File: src/pkg/ostlp_pkg.sv
// Purpose: shared constants for the one-shot low-power timer
// Assumes: 100 MHz system clock, 32 kHz peripheral clock sampled as a pin
// Notes:   field encodings and count values used by the timer and bench; the filter uses only NOISE_FILTER_LEN

package ostlp_pkg;

  // ----------------------------------------------------------------
  // mode and field encodings
  // ----------------------------------------------------------------
  localparam logic [3:0]  MODE_ONE_SHOT      = 4'h0;
  localparam logic [3:0]  MODE_TRIG_ONE_SHOT = 4'hB;
  localparam logic [1:0]  IRQCFG_RELOAD_ONLY = 2'h3;
  localparam logic [2:0]  PRESCALE_DIV1      = 3'h0;
  localparam logic        CLKSRC_SYSTEM      = 1'h0;
  localparam logic        CLKSRC_PERIPH      = 1'h1;
  localparam logic        INSRC_GPIO         = 1'h0;

  // ----------------------------------------------------------------
  // count values
  // ----------------------------------------------------------------
  localparam logic [15:0] COUNT_RESTART      = 16'h0001;
  localparam logic [15:0] COUNT_WRAP         = 16'h0000;
  localparam logic [15:0] COUNT_RESET        = 16'h0001;
  localparam logic [15:0] RELOAD_RESET       = 16'hFFFF;
  localparam logic [6:0]  PRESCALE_RESET     = 7'h00;
  localparam int          NOISE_FILTER_LEN   = 4;

  // ----------------------------------------------------------------
  // sequencer states
  // ----------------------------------------------------------------
  typedef enum logic [1:0] {
    OSTLP_IDLE  = 2'b00,
    OSTLP_COUNT = 2'b01,
    OSTLP_PULSE = 2'b11
  } ostlp_state_t;

endpackage

File: src/design/ostlp_filter.sv
// Purpose: glitch filter on the timer input; when enabled, output changes only when all samples agree, else input passes straight through
// Assumes: input already synchronised to clk_sys_i
// Notes:   advances only on tick_i so it keeps running on the slow clock

`timescale 1ns/1ps

module ostlp_filter #(
  parameter int LEN = ostlp_pkg::NOISE_FILTER_LEN
) (
  input  wire logic clk_sys_i,
  input  wire logic rst_i,
  input  wire logic tick_i,
  input  wire logic enable_i,
  input  wire logic din_i,
  output logic      dout_o
);

  logic [LEN-1:0] hist_reg;
  logic           out_reg;
  wire            all_high = &hist_reg;
  wire            all_low  = ~|hist_reg;

  // ----------------------------------------------------------------
  // history shift and decision
  // ----------------------------------------------------------------
  always_ff @(posedge clk_sys_i or posedge rst_i) begin
    if (rst_i) begin
      hist_reg <= '0;
      out_reg  <= 1'b0;
    end else if (tick_i) begin
      hist_reg <= {hist_reg[LEN-2:0], din_i};
      if (all_high) begin
        out_reg <= 1'b1;
      end else if (all_low) begin
        out_reg <= 1'b0;
      end
    end
  end

  assign dout_o = enable_i ? out_reg : din_i;

endmodule

File: src/design/ostlp_timer.sv
// Purpose: 16-bit reloadable up-counter, one-shot and triggered one-shot
// Assumes: periph clock and timer input are pins, synchronised here
// Notes:   control bits are plain ports; start value loads while disabled
//
// Functional notes
// stop mode: peripheral clock keeps timer counting
// stop mode interrupt triggers recovery and request
// wake sets stop flag and request bit
// noise filter keeps running during stop; here only on the peripheral clock, frozen on the system clock
// system clock: freeze in stop, resume after
// enable cleared gates timer, registers still writable
// one-shot: reload hit, irq, 0001H, disable
// one-shot output inverts for one clock
// software flips polarity for permanent change
// software follows documented setup order
// counter advances on prescaled timer clocks
// triggered: idle until polarity-selected input edge
// after trigger count up to reload
// triggered reload: pulse, irq, count 0001H
// after time-out stay enabled, await trigger
// mode 1011B means triggered one-shot
// irq config 11B: reload interrupts only
// prescale 000B divides by one
// clock source 1 selects 32kHz clock
// polarity 0: rising trigger, idle low
// input source 0 selects gpio pin
// count wraps FFFFH to 0000H
// clock source field picks system or peripheral
// software disables before changing control
// count steps only on prescaler ticks

`timescale 1ns/1ps

module ostlp_timer #(
  parameter int CW = 16,
  parameter int PW = 7
) (
  input  wire logic          clk_sys_i,
  input  wire logic          rst_i,
  input  wire logic          periph_clk_i,
  input  wire logic          gpio_in_i,
  input  wire logic          alt_in_i,
  input  wire logic          stop_mode_i,
  input  wire logic          enable_set_i,
  input  wire logic          enable_clr_i,
  input  wire logic [3:0]    mode_select_field_i,
  input  wire logic [2:0]    prescale_select_field_i,
  input  wire logic [1:0]    irq_config_field_i,
  input  wire logic          edge_and_output_polarity_i,
  input  wire logic          clock_source_select_i,
  input  wire logic          input_source_select_i,
  input  wire logic          filter_enable_i,
  input  wire logic          out_enable_i,
  input  wire logic          irq_enable_i,
  input  wire logic          count_wr_i,
  input  wire logic [CW-1:0] count_wdata_i,
  input  wire logic          reload_wr_i,
  input  wire logic [CW-1:0] reload_wdata_i,
  input  wire logic          stop_flag_clr_i,
  input  wire logic          irq_req_clr_i,
  output logic               count_enable_bit_o,
  output logic [CW-1:0]      count_o,
  output logic [CW-1:0]      reload_o,
  output logic               timer_out_o,
  output logic               timer_out_oe_o,
  output logic               irq_pulse_o,
  output logic               irq_req_o,
  output logic               stop_flag_o,
  output logic               stop_recovery_o
);

  // ----------------------------------------------------------------
  // pin synchronisers
  // ----------------------------------------------------------------
  logic [1:0] pclk_sync_reg;
  logic [1:0] gpio_sync_reg;
  logic [1:0] alt_sync_reg;
  logic       pclk_last_reg;

  always_ff @(posedge clk_sys_i or posedge rst_i) begin
    if (rst_i) begin
      pclk_sync_reg <= 2'h0;
      gpio_sync_reg <= 2'h0;
      alt_sync_reg  <= 2'h0;
      pclk_last_reg <= 1'b0;
    end else begin
      pclk_sync_reg <= {pclk_sync_reg[0], periph_clk_i};
      gpio_sync_reg <= {gpio_sync_reg[0], gpio_in_i};
      alt_sync_reg  <= {alt_sync_reg[0], alt_in_i};
      pclk_last_reg <= pclk_sync_reg[1];
    end
  end

  // ----------------------------------------------------------------
  // timer clock enable selection
  // ----------------------------------------------------------------
  wire pclk_rise   = pclk_sync_reg[1] & ~pclk_last_reg;
  wire use_periph  = (clock_source_select_i == ostlp_pkg::CLKSRC_PERIPH);
  // system clock freezes in stop; periph clock keeps running
  wire sys_tick    = ~stop_mode_i;
  wire tmr_tick    = use_periph ? pclk_rise : sys_tick;

  // ----------------------------------------------------------------
  // input selection and noise filter
  // ----------------------------------------------------------------
  wire raw_in = (input_source_select_i == ostlp_pkg::INSRC_GPIO) ?
                gpio_sync_reg[1] : alt_sync_reg[1];
  logic filt_in;
  logic filt_last_reg;

  // filter runs on the timer clock, so with the system clock source it stops in stop mode
  ostlp_filter #(
    .LEN (ostlp_pkg::NOISE_FILTER_LEN)
  ) u_filter (
    .clk_sys_i (clk_sys_i),
    .rst_i     (rst_i),
    .tick_i    (tmr_tick),
    .enable_i  (filter_enable_i),
    .din_i     (raw_in),
    .dout_o    (filt_in)
  );

  // ----------------------------------------------------------------
  // decode helpers
  // ----------------------------------------------------------------
  function automatic logic [PW:0] prescale_div(input logic [2:0] sel);
    prescale_div = (PW+1)'(1) << sel;
  endfunction

  logic           en_reg;
  logic [CW-1:0]  count_reg;
  logic [CW-1:0]  reload_reg;
  logic [PW-1:0]  pre_reg;
  ostlp_pkg::ostlp_state_t state_reg;
  ostlp_pkg::ostlp_state_t state_next;
  logic           out_reg;
  logic           irq_pulse_reg;
  logic           irq_req_reg;
  logic           stop_flag_reg;

  wire is_trig    = (mode_select_field_i == ostlp_pkg::MODE_TRIG_ONE_SHOT);
  wire [PW:0] div = prescale_div(prescale_select_field_i);
  wire pre_last   = ({1'b0, pre_reg} == (div - (PW+1)'(1)));
  // prescaler, count and trigger gated by enable; register writes still reach state
  wire run_tick   = en_reg & tmr_tick;
  wire cnt_tick   = run_tick & pre_last;
  wire hit        = (count_reg == reload_reg);
  wire rise_in    = filt_in & ~filt_last_reg;
  wire fall_in    = ~filt_in & filt_last_reg;
  // polarity 0 selects rising edge trigger
  wire trig_edge  = edge_and_output_polarity_i ? fall_in : rise_in;
  wire counting   = (state_reg == ostlp_pkg::OSTLP_COUNT);
  // reload seen on the timer clock after the count reaches it
  wire reload_evt = counting & run_tick & hit;
  wire irq_ok     = (irq_config_field_i == ostlp_pkg::IRQCFG_RELOAD_ONLY) |
                    (irq_config_field_i[1] == 1'b0);

  // ----------------------------------------------------------------
  // sequencer
  // ----------------------------------------------------------------
  always_comb begin
    state_next = state_reg;
    unique case (state_reg)
      ostlp_pkg::OSTLP_IDLE: begin
        if (en_reg && (!is_trig || (run_tick && trig_edge))) begin
          state_next = ostlp_pkg::OSTLP_COUNT;
        end
      end
      ostlp_pkg::OSTLP_COUNT: begin
        if (!en_reg) begin
          state_next = ostlp_pkg::OSTLP_IDLE;
        end else if (reload_evt) begin
          state_next = ostlp_pkg::OSTLP_PULSE;
        end
      end
      ostlp_pkg::OSTLP_PULSE: begin
        // pulse lasts one timer clock then back to idle
        if (tmr_tick) begin
          state_next = ostlp_pkg::OSTLP_IDLE;
        end
      end
      default: state_next = ostlp_pkg::OSTLP_IDLE;
    endcase
  end

  always_ff @(posedge clk_sys_i or posedge rst_i) begin
    if (rst_i) begin
      state_reg     <= ostlp_pkg::OSTLP_IDLE;
      filt_last_reg <= 1'b0;
    end else begin
      state_reg     <= state_next;
      if (tmr_tick) begin
        filt_last_reg <= filt_in;
      end
    end
  end

  // ----------------------------------------------------------------
  // enable bit
  // ----------------------------------------------------------------
  always_ff @(posedge clk_sys_i or posedge rst_i) begin
    if (rst_i) begin
      en_reg <= 1'b0;
    end else if (reload_evt && !is_trig) begin
      en_reg <= 1'b0;
    end else if (enable_clr_i) begin
      en_reg <= 1'b0;
    end else if (enable_set_i) begin
      en_reg <= 1'b1;
    end
  end

  // ----------------------------------------------------------------
  // prescaler
  // ----------------------------------------------------------------
  always_ff @(posedge clk_sys_i or posedge rst_i) begin
    if (rst_i) begin
      pre_reg <= ostlp_pkg::PRESCALE_RESET;
    end else if (!counting) begin
      pre_reg <= ostlp_pkg::PRESCALE_RESET;
    end else if (run_tick) begin
      pre_reg <= pre_last ? ostlp_pkg::PRESCALE_RESET : pre_reg + PW'(1);
    end
  end

  // ----------------------------------------------------------------
  // count and reload registers
  // ----------------------------------------------------------------
  always_ff @(posedge clk_sys_i or posedge rst_i) begin
    if (rst_i) begin
      count_reg  <= ostlp_pkg::COUNT_RESET;
      reload_reg <= ostlp_pkg::RELOAD_RESET;
    end else begin
      if (reload_wr_i) begin
        reload_reg <= reload_wdata_i;
      end
      if (count_wr_i && !en_reg) begin
        count_reg <= count_wdata_i;
      end else if (reload_evt) begin
        count_reg <= ostlp_pkg::COUNT_RESTART;
      end else if (counting && cnt_tick) begin
        // full-scale roll passes through zero
        count_reg <= (count_reg == {CW{1'b1}}) ?
                     ostlp_pkg::COUNT_WRAP : count_reg + CW'(1);
      end
    end
  end

  // ----------------------------------------------------------------
  // output pin
  // ----------------------------------------------------------------
  // registered from the next state so the pin flips with the irq pulse
  wire pulse_on = (state_next == ostlp_pkg::OSTLP_PULSE);

  always_ff @(posedge clk_sys_i or posedge rst_i) begin
    if (rst_i) begin
      out_reg <= 1'b0;
    end else begin
      // idle level follows polarity; inverted for one timer clock
      out_reg <= edge_and_output_polarity_i ^ pulse_on;
    end
  end

  // ----------------------------------------------------------------
  // interrupt, stop recovery and status
  // ----------------------------------------------------------------
  wire irq_evt  = reload_evt & irq_ok;
  wire wake_evt = irq_evt & irq_enable_i & stop_mode_i;

  always_ff @(posedge clk_sys_i or posedge rst_i) begin
    if (rst_i) begin
      irq_pulse_reg <= 1'b0;
      irq_req_reg   <= 1'b0;
      stop_flag_reg <= 1'b0;
    end else begin
      irq_pulse_reg <= irq_evt;
      // set wins over clear
      if (irq_evt) begin
        irq_req_reg <= 1'b1;
      end else if (irq_req_clr_i) begin
        irq_req_reg <= 1'b0;
      end
      if (wake_evt) begin
        stop_flag_reg <= 1'b1;
      end else if (stop_flag_clr_i) begin
        stop_flag_reg <= 1'b0;
      end
    end
  end

  assign stop_recovery_o    = stop_mode_i & irq_enable_i & irq_req_reg;
  assign count_enable_bit_o = en_reg;
  assign count_o            = count_reg;
  assign reload_o           = reload_reg;
  assign timer_out_o        = out_reg;
  assign timer_out_oe_o     = out_enable_i;
  assign irq_pulse_o        = irq_pulse_reg;
  assign irq_req_o          = irq_req_reg;
  assign stop_flag_o        = stop_flag_reg;

endmodule

File: config.mk
export PLATFORM = sky130hd
export DESIGN_NAME = ostlp_timer
export DESIGN_NICKNAME = d
export VERILOG_FILES = /design/src/pkg/ostlp_pkg.sv /design/src/design/ostlp_filter.sv /design/src/design/ostlp_timer.sv
export SDC_FILE = /design/constraint.sdc
export NUM_CORES = 1
export LEC_CHECK = 0
export ABC_AREA = 1
export BUFFER_PORTS_ARGS = -buffer_cell sky130_fd_sc_hd__buf_2
export CAP_MARGIN = 20
export CORE_UTILIZATION = 40
export CTS_CLUSTER_SIZE = 20
export DETAILED_ROUTE_END_ITERATION = 6
export PLACE_DENSITY = 0.66
export SYNTH_ARGS = -nofsm -noshare
export SYNTH_HDL_FRONTEND = slang
export SYNTH_SLANG_ARGS = --single-unit
export TNS_END_PERCENT = 100
File: constraint.sdc
create_clock -name clk_sys_i -period 1.7 [get_ports clk_sys_i]
set_input_delay 0.17 -clock clk_sys_i [delete_from_list [all_inputs] [get_ports clk_sys_i]]
set_output_delay 0.17 -clock clk_sys_i [all_outputs]
set_load 0.05 [all_outputs]
[Word level (Yosys, flattened, before mapping)]
Index checks and enable logic that the tools add are counted.
Cells by class
  add/subtract/negate cells: 3
  equal/unequal tests: 10
  shifts and indexed selects: 1
  mux-type cells: 25
  bitwise gates (word level): 19
  reductions and logical operators: 16
Operators with widths (count)
  16-bit two-way mux: 4
  7-bit two-way mux: 3
  16-bit by 1-bit adder with 16-bit output, second input constant: 1
  16-bit == test: 1
  16-bit == test, second input constant: 1
  1-bit two-way mux: 13
  1-bit bitwise AND: 12
  7-bit by 8-bit == test with 1-bit output: 1
  2-bit two-way mux: 4
  1-bit by 3-bit left shift with 8-bit output, first input constant: 1
  8-bit by 1-bit subtractor with 8-bit output, second input constant: 1
  7-bit by 1-bit adder with 7-bit output, second input constant: 1
  2-bit == test, second input constant: 3
  2-bit one-hot mux with 3 select lines: 1
  3-bit nonzero test: 2
  1-bit logical AND: 5
  1-bit NOT: 5
  4-bit == test, second input constant: 1
  4-bit AND reduction: 1
  2-bit nonzero test: 2
  4-bit OR reduction: 1
  2-bit by 1-bit == test with 1-bit output, second input constant: 1
  1-bit zero test: 2
  2-bit zero test: 1
  other kinds (6): 6
Storage, ports and cells
  flip-flop bits (word level): 59
  input port bits: 59
  output and inout port bits: 39
  word-level logic and storage cells: 90

[Longest topological paths before layout]
  depth after elaboration: 12
  gate-level depth with buffers: 14
  gate-level depth less buffers: 11

[By module]
From an unflattened synthesis, not the netlist that was laid out.
Second synthesis, totals
  cell total of the unflattened synthesis: 479
  area, all modules: 3527.1 um^2
Modules (own cells, without submodules)
  ostlp_timer: times used 1, cells each 454, area an instance 3309.4 um^2, seq. area each 1372.6 um^2
  ostlp_filter: times used 1, cells each 25, area an instance 217.7 um^2, seq. area each 125.1 um^2

[Worst setup path before layout]
No wires, ideal clock.
  path type: register to register
  start point: register count_reg[1] (netlist: count_o[1])
  end point: register count_reg[13] (netlist: count_o[13])
  setup time: 0.119 ns
  arrival: 1.841 ns
  data required time: 1.581 ns
  slack: -0.260 ns
  cell stages (with the launch flop): 11
  path buffers: 0
  period minus slack after synthesis: 1.960 ns
  cells stage by stage: dfrtp_1 -> ha_1 -> nand2_1 -> nor2_1 -> nand2_1 -> nor3_2 -> nor2_1 -> nand3_1 -> nand2_1 -> nand2_1 -> nand2_1
On the way
  cells in the longest elaborated chain, start to end: 5
  elaborated cells on any way between the ends: 9
  those cells by class: add/sub: 1; eq/ne: 2; mux: 4; bitwise: 1; reduce/logical: 1
Ends and longest elaborated chain
  start: declaration: line ostlp_timer.sv:131  | logic [CW-1:0] count_reg;
  start signal: assignment: line ostlp_timer.sv:231  | count_reg <= ostlp_pkg::COUNT_RESET;
  start signal: assignment: line ostlp_timer.sv:238  | count_reg <= count_wdata_i;
  start signal: assignment: line ostlp_timer.sv:240  | count_reg <= ostlp_pkg::COUNT_RESTART;
  16-bit by 1-bit adder with 16-bit output / 16-bit == test (equally long branches): line ostlp_timer.sv:244, ostlp_timer.sv:243
  16-bit two-way mux: line ostlp_timer.sv:243  | count_reg <= (count_reg == {CW{1'b1}}) ?
  16-bit two-way mux: line ostlp_timer.sv:241  | end else if (counting && cnt_tick) begin
  16-bit two-way mux: line ostlp_timer.sv:239  | end else if (reload_evt) begin
  16-bit two-way mux: line ostlp_timer.sv:237  | if (count_wr_i && !en_reg) begin
Several ways; a longest one is shown, not always the timed one. The select of a mux whose other input is x is not followed.
A chain may end at the register's enable or synchronous reset.

[Worst setup path in the final report]
  start point: register count_reg[0] (netlist: count_o[0])
  end point: register count_reg[5] (netlist: count_o[5])
Same word-level chain as after synthesis.

==> results.md <==
- Final min period: 1.78 ns
- VDD IR max: 0.667 mV
- CTS Buf Count: 9
- Hold Fails Final Rpt: 0
- Reg2reg end: count_o[5]$_DFFE_PP0P_
- Static Leakage: 2.65 nW
- H-tree Lvls: 3
- Avg Cell Area, Syn: 7.10 um2
- Worst R2R Start: count_o[0]$_DFFE_PP1P_
- Vias in the first global route: 3806
- Initial Util: 0.415
- Storage element area: 0.00152 mm2
- FILL cells: 800
- CP most frequent cell: nand2_2
- Overflow after GRT: 0
- Sequential share of the synthesized area: 0.414
- Via count: 3919
- CP Data Required Time: 1.94 ns
- Clock share of power: 0.308
- Comb pwr share: 0.350
- Post-Route WL: 11000 um
- Largest net degree at the start of global routing: 37
- Worst Hold Depth: 2
- FF-to-FF path depth: 11
- Fmax: 0.563 GHz
- Hold WC Path Type: in2reg
- Initial DRC count: 152
- Max-slew headroom: 0.677
- Post-synth top area cell: dfrtp_1
- Cells after Synth: 510
- Final core occ: 0.589
- Worst setup margin: -0.0755 ns
- Detailed-router iteration count before antenna repair: 4
- Critical path's largest stage delay: 0.66 ns
- HPWL after DPL: 8190 um
- RSZ-0062 raised after global routing: true
- Sw Ratio: 0.386
- Worst Setup Start Kind: register
- Vias per cell: 5.06
- Syn Nets: 571
- Pre-CTS setup slack: -0.0672 ns
- Post-route DRC: 0
- Internal: 3.24 mW
- NumNets Final: 723
- P&R area growth vs syn: 41.8%
- Crit path DAT: 2.01 ns
- Total Power: 5.27 mW
- Area of the multi-input gates: 0.00197 mm2
- # setup viols final: 16
- CTS tree: yes
- Clock sinks: 59
- Failing checks: setup timing
- Initial antenna violation count: 0
- Global-route usage over all layers: 0.236
- Post-synth top area share: 0.290
- Seq pwr share: 0.342
- HP Start: edge_and_output_polarity_i
- Io pins: 98
- Syn. warnings: 0
- GPL Wtd Cong: 0.889
- Per-cell routed wire length: 14.2 um
- FP Rows: 34
- IO buf count: 95
- Core area: 0.00872 mm2
- Worst path cell trace: inv_2 > nand2_2 > nand2_2 > nor2_4 > nand2_2 > nor2_4 > nand3_4 > buf_12 > buf_6 > nand4_1 > nand2_1
- Crit Path Max Fanout: 6
- Slew Limit Fails: 0
- Final Cycle Share: 1.04
- Die area: 0.00943 mm2
- Ranking of synthesized cells by area: dfrtp_1 (29%), nand2_1 (19%), dfstp_2 (12%), inv_1 (5.7%), nand3_1 (4.4%)
- Status: finished, violations left
- R2r setup slk: -0.08 ns
- Antenna Cells: 0
- Clk_skew: 0.00772 ns
- Worst-Skew Late Latency: 0.35 ns
- Die Y: 97.1 um
- Critical path class: reg2reg
- Layout cells sized above 1: 0.403
- Netlist cell types: 35
- PD cells: 1030 mW/mm2
- Net switching power: 2.03 mW
- CTS Buffer Depth: 2
- Slew @ Worst Pin: 0.484 ns
- First-pass GRT wire length: 17700 um
- Worst Hold Path EP: timer_out_o$_DFF_PP0_
- Max_cap viols: 0
- Clock slew at reported path FFs: 0.08 ns
- Root Buffer: clkbuf_8
- Syn Std Cell Area: 0.00362 mm2
- Worst path slowest cell: dfstp_4
- Routed Antenna Nets: 0
- Die X: 97.1 um
- CP endpoint kind: register
- Synth Register Bits: 59
cell type report:
cell class,count,share of cell area
clock inverters,7,0.0244
flip-flops and latches,59,0.296
clock buffers,9,0.0241
multi-input cells,372,0.383
inverters,65,0.0475
repair buffers,155,0.199
well taps,108,0.0263
layout by cell type (no fill, tap or decap), types with 11 or more instances in the layout:
| cell type | instances |
|---|---|
| nor2_2 | 11 |
| nor2_1 | 26 |
| dfrtp_1 | 28 |
| dfstp_2 | 16 |
| buf_4 | 46 |
| inv_2 | 22 |
| nand2_1 | 176 |
| nand4_1 | 23 |
| nand3_1 | 26 |
| dfrtp_2 | 14 |
| o21ai_0 | 29 |
| buf_2 | 95 |
| xor2_1 | 14 |
| nand2_2 | 13 |
| inv_1 | 42 |
routing by layer:
metal | global-route usage | part of all wire | vias up
met1 | 0.290 | 0.43 | 1821
li1 | - | - | 1936
met4 | 0.0884 | 0.028 | 0
met3 | 0.0561 | 0.054 | 23
met5 | 0 | 0 | -
met2 | 0.400 | 0.49 | 139
timing repair:
item                       in CTS  in global routing
setup endpoints to repair      17                 22
setup buffers                   7                  6
gates resized for setup        13                 31
cloned                          1                  1
hold endpoints to repair       21                  0
pin swaps                       7                 17
hold buffers                    6                  0
power groups by stage:
stage / logic (mW) / registers, mW / clock network [mW]
3_5_place_dp: 1.66 / 1.82 / 0
5_1_grt: 2.00 / 1.81 / 1.72
4_1_cts: 1.76 / 1.80 / 1.66
2_1_floorplan: 0.691 / 2.22 / 0
3_3_place_gp: 1.64 / 1.81 / 0
6_report: 1.85 / 1.80 / 1.62
per-stage QoR:
stage	instance area, um2	std cells	hold slack (ns)	setup TNS (ns)
6_report	5130	775	0.0330	-0.866
5_1_grt	5130	775	0.0229	-2.68
4_1_cts	4950	768	0.0165	-0.431
3_5_place_dp	4530	738	0.209	-0.807
3_3_place_gp	4530	738	0.202	-0.359
2_1_floorplan	3680	510	0.201	-1.68
Yosys cell counts:
master / n
nand2_1: 188
inv_1: 55
dfrtp_1: 42
nor2_1: 36
nand3_1: 32
o21ai_0: 31
nand4_1: 23
dfstp_2: 17
xor2_1: 14
inv_2: 9
nor2_2: 7
nor3_1: 7
clkbuf_1: 6
o22ai_1: 6
nand3_2: 4
buf_4: 3
nand2_2: 3
nor4_1: 3
a21oi_1: 2
buf_2: 2
buf_6: 2
ha_1: 2
nand3_4: 2
o21ai_1: 2
xnor2_1: 2
a31oi_1: 1
buf_1: 1
buf_8: 1
clkinv_1: 1
nand3b_1: 1
nor2_8: 1
nor3_2: 1
nor3b_1: 1
o31ai_1: 1
o41ai_1: 1
cells by family (layout without fill, tap and decap cells):
| group | count (synthesis) | count (layout) | share of synthesized area |
|---|---|---|---|
| flip-flops | 59 | 59 | 0.414 |
| buffers and inverters | 80 | 236 | 0.0940 |
| AND/OR/NAND/NOR | 309 | 310 | 0.382 |
| adder cells (fa/ha/maj) | 2 | 2 | 0.00691 |
| AO/OA/AOI/OAI | 44 | 44 | 0.0650 |
| XOR/XNOR | 16 | 16 | 0.0387 |
worst max path at each step:
stage                                         from                      end  slack, ns  depth (start not counted)
after floorplan           reload_o[14]$_DFFE_PP1P_   count_o[2]$_DFFE_PP0P_      -0.12                         13
after global placement      count_o[0]$_DFFE_PP1P_   count_o[5]$_DFFE_PP0P_      -0.04                         12
after detailed placement    count_o[0]$_DFFE_PP1P_  count_o[13]$_DFFE_PP0P_      -0.07                         10
after CTS                   count_o[0]$_DFFE_PP1P_   count_o[8]$_DFFE_PP0P_      -0.04                         10
after global routing       reload_o[4]$_DFFE_PP1P_   count_o[8]$_DFFE_PP0P_      -0.19                         12
final                       count_o[0]$_DFFE_PP1P_   count_o[5]$_DFFE_PP0P_      -0.08                         11
worst max-delay path: cells and delay by family (launching register included):
family | cells | cell delay, ns
flops | 1 | 0.66
simple gates | 8 | 0.66
buf+inv | 3 | 0.33
Note: power is estimated with default switching activity, not from simulation.
